===== config.mk =====
export PLATFORM = sky130hd
export DESIGN_NAME = updown_autoreload_timer
export DESIGN_NICKNAME = d
export VERILOG_FILES = /design/src/updown_timer_pkg.sv /design/src/updown_autoreload_timer.sv
export SDC_FILE = /design/constraint.sdc
export NUM_CORES = 1
export LEC_CHECK = 0
export ABC_AREA = 1
export BUFFER_PORTS_ARGS = -buffer_cell sky130_fd_sc_hd__buf_2
export CAP_MARGIN = 15
export CORE_AREA = 2 2 89 91
export CTS_BUF_LIST = sky130_fd_sc_hd__clkbuf_4 sky130_fd_sc_hd__clkbuf_8
export DETAILED_ROUTE_END_ITERATION = 6
export DIE_AREA = 0 0 91 93
export PLACE_DENSITY_LB_ADDON = 0.3
export SYNTH_ARGS = -nofsm -noshare
export SYNTH_HDL_FRONTEND = slang
export SYNTH_SLANG_ARGS = --single-unit
export TNS_END_PERCENT = 50

===== constraint.sdc =====
create_clock -name clk_in -period 1.7 [get_ports clk_in]
set_input_delay 0.17 -clock clk_in [delete_from_list [all_inputs] [get_ports clk_in]]
set_output_delay 0.17 -clock clk_in [all_outputs]
set_load 0.005 [all_outputs]

===== src/updown_timer_pkg.sv =====
// Constants for the up/down auto-reload timer.
// Assumes one 250 MHz clock; pins already synchronous to it.
package updown_timer_pkg;
   localparam int unsigned PRESCALE_DIV = 12;
   localparam logic [15:0] COUNT_TOP = 16'hFFFF;
   localparam logic [15:0] COUNT_RESET = 16'h0000;
   localparam logic [15:0] RELOAD_RESET = 16'h0000;
   localparam logic [3:0] PRESCALE_LAST = 4'(PRESCALE_DIV - 1);
   typedef enum logic [1:0] {
      MODE_RELOAD = 2'b00,
      MODE_CAPTURE = 2'b01,
      MODE_BAUD = 2'b11
   } timer_mode_e;
endpackage : updown_timer_pkg


===== src/updown_autoreload_timer.sv =====
// 16-bit up/down auto-reload timer/counter with 17th toggle bit.
// Assumes pins synchronous to clk_in; software writes via plain ports.
// How it works
// - Count is a low byte and high byte in cascade; low carry advances high.
// - Source select picks clock divided by twelve or the external count pin.
// - Low byte advances from the chosen source only while run bit is set.
// - Mode from receive, transmit and capture/reload selects: capture, reload, baud.
// - Reload mode with up/down disabled counts up and reloads on overflow.
// - Reload mode with up/down enabled takes direction from the direction pin.
// - Direction high counts up; passing FFFF sets overflow flag and interrupt.
// - Up overflow loads the reload bytes into the count bytes.
// - Direction low counts down; underflow when count equals the reload value.
// - Down underflow sets the overflow flag and loads FFFF into count.
// - Up/down mode toggles the toggle flag on each wrap, never interrupting.
// - Overflow flag set only when both serial clock selects are zero.
// - Counter operation advances on each falling edge of the count pin.
`timescale 1ns/1ps
module updown_autoreload_timer
   import updown_timer_pkg::*;
(
   // Clock and reset
   input wire logic clk_in,
   input wire logic rst_in,
   // Control bits
   input wire logic run_control_bit_in,
   input wire logic count_source_select_in,
   input wire logic updown_enable_bit_in,
   input wire logic receive_clock_select_in,
   input wire logic transmit_clock_select_in,
   input wire logic capture_reload_select_in,
   // Software writes
   input wire logic count_low_wr_in,
   input wire logic count_high_wr_in,
   input wire logic reload_low_wr_in,
   input wire logic reload_high_wr_in,
   input wire logic [7:0] wr_data_in,
   input wire logic overflow_flag_clr_in,
   input wire logic toggle_flag_clr_in,
   // Pins
   input wire logic external_count_pin_in,
   input wire logic direction_input_pin_in,
   // Status
   output logic [7:0] count_low_byte_out,
   output logic [7:0] count_high_byte_out,
   output logic [7:0] reload_low_byte_out,
   output logic [7:0] reload_high_byte_out,
   output logic overflow_flag_out,
   output logic toggle_flag_out,
   output logic irq_out
);

   typedef struct packed {
      logic [3:0] prescale;
      logic pin_last;
      logic [7:0] count_low_byte;
      logic [7:0] count_high_byte;
      logic [7:0] reload_low_byte;
      logic [7:0] reload_high_byte;
      logic overflow_flag;
      logic toggle_flag;
      logic irq;
   } state_s;

   state_s cur;
   state_s next_cur;

   function automatic timer_mode_e decode_mode(input logic rx, input logic tx,
                                               input logic cp);
      if (rx || tx) begin
         return MODE_BAUD;
      end
      return cp ? MODE_CAPTURE : MODE_RELOAD;
   endfunction : decode_mode

   logic tick;
   logic [15:0] count;
   logic [15:0] reload;
   logic [15:0] stepped;
   logic wrap;
   logic count_up;
   timer_mode_e mode;

   always_comb begin
      next_cur = cur;
      tick = 1'b0;
      count = {cur.count_high_byte, cur.count_low_byte};
      reload = {cur.reload_high_byte, cur.reload_low_byte};
      mode = decode_mode(receive_clock_select_in, transmit_clock_select_in,
                         capture_reload_select_in);
      count_up = 1'b1;
      wrap = 1'b0;
      stepped = count;
      next_cur.pin_last = external_count_pin_in;
      if (run_control_bit_in) begin
         // Divider only runs with the timer so a stop freezes phase
         if (cur.prescale == PRESCALE_LAST) begin
            next_cur.prescale = 4'h0;
         end else begin
            next_cur.prescale = cur.prescale + 4'h1;
         end
      end
      if (count_source_select_in) begin
         tick = cur.pin_last && !external_count_pin_in;
      end else begin
         tick = cur.prescale == PRESCALE_LAST;
      end
      if (mode == MODE_RELOAD && updown_enable_bit_in) begin
         count_up = direction_input_pin_in;
      end
      if (run_control_bit_in && tick) begin
         if (count_up) begin
            wrap = count == COUNT_TOP;
            stepped = wrap ? reload : count + 16'h0001;
         end else begin
            wrap = count == reload;
            stepped = wrap ? COUNT_TOP : count - 16'h0001;
         end
         next_cur.count_low_byte = stepped[7:0];
         next_cur.count_high_byte = stepped[15:8];
      end
      // Software writes override the step in the same cycle
      if (count_low_wr_in) begin
         next_cur.count_low_byte = wr_data_in;
      end
      if (count_high_wr_in) begin
         next_cur.count_high_byte = wr_data_in;
      end
      if (reload_low_wr_in) begin
         next_cur.reload_low_byte = wr_data_in;
      end
      if (reload_high_wr_in) begin
         next_cur.reload_high_byte = wr_data_in;
      end
      // Flag clears lose to a same-cycle set
      if (overflow_flag_clr_in) begin
         next_cur.overflow_flag = 1'b0;
      end
      if (toggle_flag_clr_in) begin
         next_cur.toggle_flag = 1'b0;
      end
      // Any wrap outside baud use sets the flag, capture included
      if (wrap && mode != MODE_BAUD) begin
         next_cur.overflow_flag = 1'b1;
         if (updown_enable_bit_in && mode == MODE_RELOAD) begin
            next_cur.toggle_flag = !cur.toggle_flag;
         end
      end
      // Toggle flag never interrupts in up/down mode
      next_cur.irq = next_cur.overflow_flag ||
                     (next_cur.toggle_flag && !updown_enable_bit_in);
   end

   always_ff @(posedge clk_in) begin
      if (rst_in) begin
         cur <= '0;
         cur.count_low_byte <= COUNT_RESET[7:0];
         cur.count_high_byte <= COUNT_RESET[15:8];
         cur.reload_low_byte <= RELOAD_RESET[7:0];
         cur.reload_high_byte <= RELOAD_RESET[15:8];
         cur.pin_last <= 1'b1;
      end else begin
         cur <= next_cur;
      end
   end

   assign count_low_byte_out = cur.count_low_byte;
   assign count_high_byte_out = cur.count_high_byte;
   assign reload_low_byte_out = cur.reload_low_byte;
   assign reload_high_byte_out = cur.reload_high_byte;
   assign overflow_flag_out = cur.overflow_flag;
   assign toggle_flag_out = cur.toggle_flag;
   assign irq_out = cur.irq;

endmodule : updown_autoreload_timer


* Word level (Yosys, flattened, before mapping)
Index checks and enable logic that the tools add are counted.
Storage, ports and cells: flip-flop bits (word level) 40, latch bits 0, RAM bits 0, bits in read-only memories 0, input port bits 24, output and inout bits 35, memories 0
Operators by class: $add $sub $neg 3, multiply operators 0, divide/modulo/power cells 0, $lt $le $gt $ge 0, eq/ne operators 4, shift-type cells 0, muxes and demuxes 19, bitwise gates (word level) 0, reduce and logical (&&, ||, !) cells 13
Operator list (count):
- $mux 16 | 4
- $add 16x1->16 const B | 1
- $eq 16x16->1 | 1
- $eq 16x16->1 const B | 1
- $mux 8 | 2
- $sub 16x1->16 const B | 1
- $mux 1 | 9
- $mux 2 | 3
- $logic_and 1x1->1 | 5
- $add 4x1->4 const B | 1
- $eq 4x4->1 const B | 1
- $mux 4 | 1
- $reduce_bool 2->1 | 2
- $logic_not 1->1 | 3
- $logic_not 2->1 | 1
- $logic_or 1x1->1 | 2
- $ne 2x2->1 const B | 1

* Longest topological paths before layout
word-level depth 12, mapped depth 14, gate-level depth less buffers 12

* Worst setup path after synthesis
OpenSTA, ideal clock, no wires.
path type register to register, start point reg cur (netlist bit count_low_byte_out[0]), end point reg cur (netlist bit count_low_byte_out[3]), arrival 1.632 ns, data required time 1.634 ns, path slack 0.001 ns, stages on the path, launching flop included 12, path buffers 0, clock period less this slack 1.699 ns, cells stage by stage dfxtp_1 -> ha_1 -> nand3_4 -> nor2_4 -> nand2_2 -> nor2_4 -> nand3_4 -> nor2_4 -> inv_2 -> nor2_1 -> nor2_1 -> a21oi_2
Between the ends: longest elaborated chain between the ends 5, elaborated cells between the ends (all ways) 9, those cells by class add/sub: 2; eq/ne: 2; mux: 5
RTL lines:
- start: declaration | line updown_autoreload_timer.sv:64 | state_s cur;
- start signal: assignment | line updown_autoreload_timer.sv:162 | cur <= next_cur;
- $sub 16x1->16 (tied with other cells) | line updown_autoreload_timer.sv:116 | stepped = wrap ? COUNT_TOP : count - 16'h0001;
- $mux 16 (on tied branches) | line updown_autoreload_timer.sv:116, updown_autoreload_timer.sv:113
- $mux 16 (*) | line updown_autoreload_timer.sv:111 | if (count_up) begin
- $mux 16 (*) | line updown_autoreload_timer.sv:110 | if (run_control_bit_in && tick) begin
- $mux 8 (*) | line updown_autoreload_timer.sv:122 | if (count_low_wr_in) begin
Every way passes the cells marked *; elsewhere a longest branch is shown, timed or not. The select of a mux whose other input is x is not followed. A chain may end at the register's enable or synchronous reset.

* Worst setup path after layout
start point reg cur (netlist bit count_low_byte_out[0]), end point reg cur (netlist bit count_low_byte_out[6])
Same word-level chain as after synthesis.

==> results.json <==
{
  "power.density_nw_per_um2": 616,
  "max_slew.worst_pin.slew_ns": 0.451,
  "coreArea_um2": 7530,
  "die_area_um2": 8460,
  "status": "finished, violations left",
  "p_switching_mw": 0.966,
  "dp_slack_ns": -0.222,
  "root_buffer": "clkbuf_8",
  "final_common_cell": "nand2_1",
  "antenna_found_initial": 0,
  "htree_levels": 2,
  "tns_ns": -0.0237,
  "critical_path.max_stage_delay_ns": 0.37,
  "ys_seq_elements": 40,
  "fin_nets": 696,
  "num_vias": 4016,
  "criticalPathCategory": "flop to flop",
  "ys.warnings.count": 0,
  "final_cell_mix": "nand2_1, buf_4, inv_1, buf_2, nor2_1",
  "grt_max_degree": 17,
  "mappedNetlistNets": 595,
  "synth-async-reset-ratio": 0,
  "utilization": 0.602,
  "finClkSkew_ns": 0.00531,
  "slew_viol_final": 0,
  "finalCritPeriodShare": 1.01,
  "pwr-share-seq": 0.387,
  "drtPass1Iterations": 4,
  "placed_area_um2": 4130,
  "rsz0062_at_grt": "true",
  "clock_latency_ns": 0.30,
  "syn_inst": 568,
  "finalHoldViolCount": 0,
  "setup_viol": 1,
  "final_layout_size_suffix_gt1_frac": 0.369,
  "worstPathRequired_ns": 1.89,
  "grt_usage": 0.284,
  "place_congestion": 1.02,
  "critPathSlowestCell": "dfxtp_4",
  "drv_cap": 0,
  "port_buffers": 58,
  "yosysSeqAreaShare": 0.233,
  "timing.hold.ws_ns": 0.0569,
  "die_h_um": 93,
  "violations": "setup timing",
  "crit_fanout": 3,
  "avgSynthCellArea_um2": 6.06,
  "initial_utilization": 0.457,
  "clkTransAtPathRegs_ns": 0.09,
  "clkSinkCount": 40,
  "cts_buffers": 5,
  "place_hpwl_mm": 9.20,
  "die-width_um": 91,
  "syn_area_um2": 3440,
  "row_count": 32,
  "crit_path_start_kind": "flop",
  "synth_cell_types": 32,
  "grt_pass1_vias": 3758,
  "ff2ff_path_depth": 12,
  "crit_top_cell": "nand2_1",
  "peakVddDrop_mv": 0.593,
  "first_iter_violations": 322,
  "layout_min_cycle_time_ns": 1.72,
  "comb_power_share": 0.324,
  "clockBufferDepth": 2,
  "synth-edff-count": 0,
  "fin_area_um2": 4530,
  "pin_count": 59,
  "viasPerCell": 5.20,
  "diodes": 0,
  "fmax_mhz": 580,
  "end_kind": "flop",
  "syn2layout_area_growth_pct": 31.6,
  "cts_hold_buf": 0,
  "overflow": 0,
  "timing.final.ws_setup_ns": -0.0237,
  "synth_top_flop_cell": "dfxtp_1",
  "relSlewSlack": 0.699,
  "p_int_mw": 1.82,
  "hold_path_class": "input port to flop",
  "ant_nets": 0,
  "cts_tree": "yes",
  "grt_pass1_wl_mm": 18.9,
  "wl_mm": 12.1,
  "cp_data_arrival_time_ns": 1.92,
  "leakage_nw": 2.23,
  "avgRoutedWirePerCell_um": 15.7,
  "drc": 0,
  "min_path_cells": 3,
  "swShare": 0.346,
  "path_cells": "buf_6 -> inv_4 -> ha_4 -> nand2_2 -> nor2_4 -> nand2_1 -> xor2_2 -> nand2_1 -> nand2_2 -> nand3_2 -> nand2_1 -> a21oi_2",
  "pwr-share-clk": 0.289
}
==> Yosys cell counts, types with 3 or more instances <==
library cell / n / area [µm²]
inv_1: 71 / 267
inv_2: 10 / 37.5
nor2_2: 5 / 31.3
dfxtp_1: 40 / 801
a21oi_1: 34 / 170
nand3_1: 43 / 215
nand2_1: 146 / 548
nor2_1: 55 / 206
xor2_1: 12 / 105
nand3b_1: 4 / 30.0
nor3_1: 3 / 15.0
nand4_1: 19 / 119
buf_4: 38 / 285
buf_2: 6 / 30.0
clkbuf_1: 8 / 30.0
ha_1: 3 / 37.5
o21ai_0: 32 / 160
a21oi_2: 4 / 35.0
nand2_2: 6 / 37.5
o22ai_1: 8 / 50.1
nor2_4: 6 / 67.6
==> through the flow <==
stage / instances / power, mW
after global placement: 755 / 1.88
after CTS: 765 / 2.72
final: 772 / 2.79
after floorplan: 568 / 1.59
after detailed placement: 755 / 1.89
after global routing: 772 / 2.93
==> kinds of logic (layout without fill, tap and decap cells) <==
kind of cell    Yosys count  after routing  share of synthesized area
fa+ha+maj                 3              3                     0.0109
simple gates            293            294                      0.395
xor+xnor                 13             13                     0.0331
compound gates           84             84                      0.133
buf+inv                 135            236                      0.195
flops                    40             40                      0.233
==> power by group through the flow <==
stage,logic (mW),clock network [mW],registers [mW]
detailed placement,0.803,0,1.09
floorplan,0.525,0,1.06
global route,0.992,0.849,1.09
global placement,0.799,0,1.08
CTS,0.842,0.810,1.07
finish,0.905,0.806,1.08
==> metal layers <==
layer  GRT usage  up-vias  wire length, µm
li1            -     1991                -
met1       0.377     1804             5230
met2       0.460      192             5500
met3      0.0330       29              856
met4       0.133        0              488
met5           0        -                0
==> area by class of cell <==
class | count | area, µm²
inverters | 81 | 307
fillers | 746 | 3000
well taps | 102 | 128
multi-input cells | 394 | 2140
clock inverters | 3 | 42.5
repair buffers | 147 | 1010
clock buffers | 5 | 68.8
flip-flops and latches | 40 | 841
==> sequential cells by signal (all words and copies together), names as in the netlist <==
name	count
count_high_byte_out	8
irq_out	1
toggle_flag_out	1
reload_low_byte_out	8
count_low_byte_out	8
overflow_flag_out	1
cur	5
reload_high_byte_out	8
==> critical path: cells and delay by family (launching register included) <==
kind	cells	cell delay (ns)
AO/OA/AOI/OAI	1	0.05
AND/OR/NAND/NOR	7	0.64
adder cells (fa/ha/maj)	1	0.14
flip-flops	1	0.37
buffers and inverters	2	0.19
XOR/XNOR	1	0.21
==> worst paths after layout <==
path / to / from / slack, ns
max: count_low_byte_out[6] / count_low_byte_out[0] / -0.02
min: cur[35] / external_count_pin_in / 0.06
max reg2reg: count_low_byte_out[6] / count_low_byte_out[0] / -0.02
min reg2reg: overflow_flag_out / overflow_flag_out / 0.50
==> timing repair <==
item / 4_1_cts / 5_1_grt
cloned: 0 / 1
setup endpoints to repair: 15 / 19
gates resized for setup: 32 / 47
setup buffers: 2 / 6
pin swaps: 5 / 17
No activity file was read; power rests on OpenSTA's default activity.
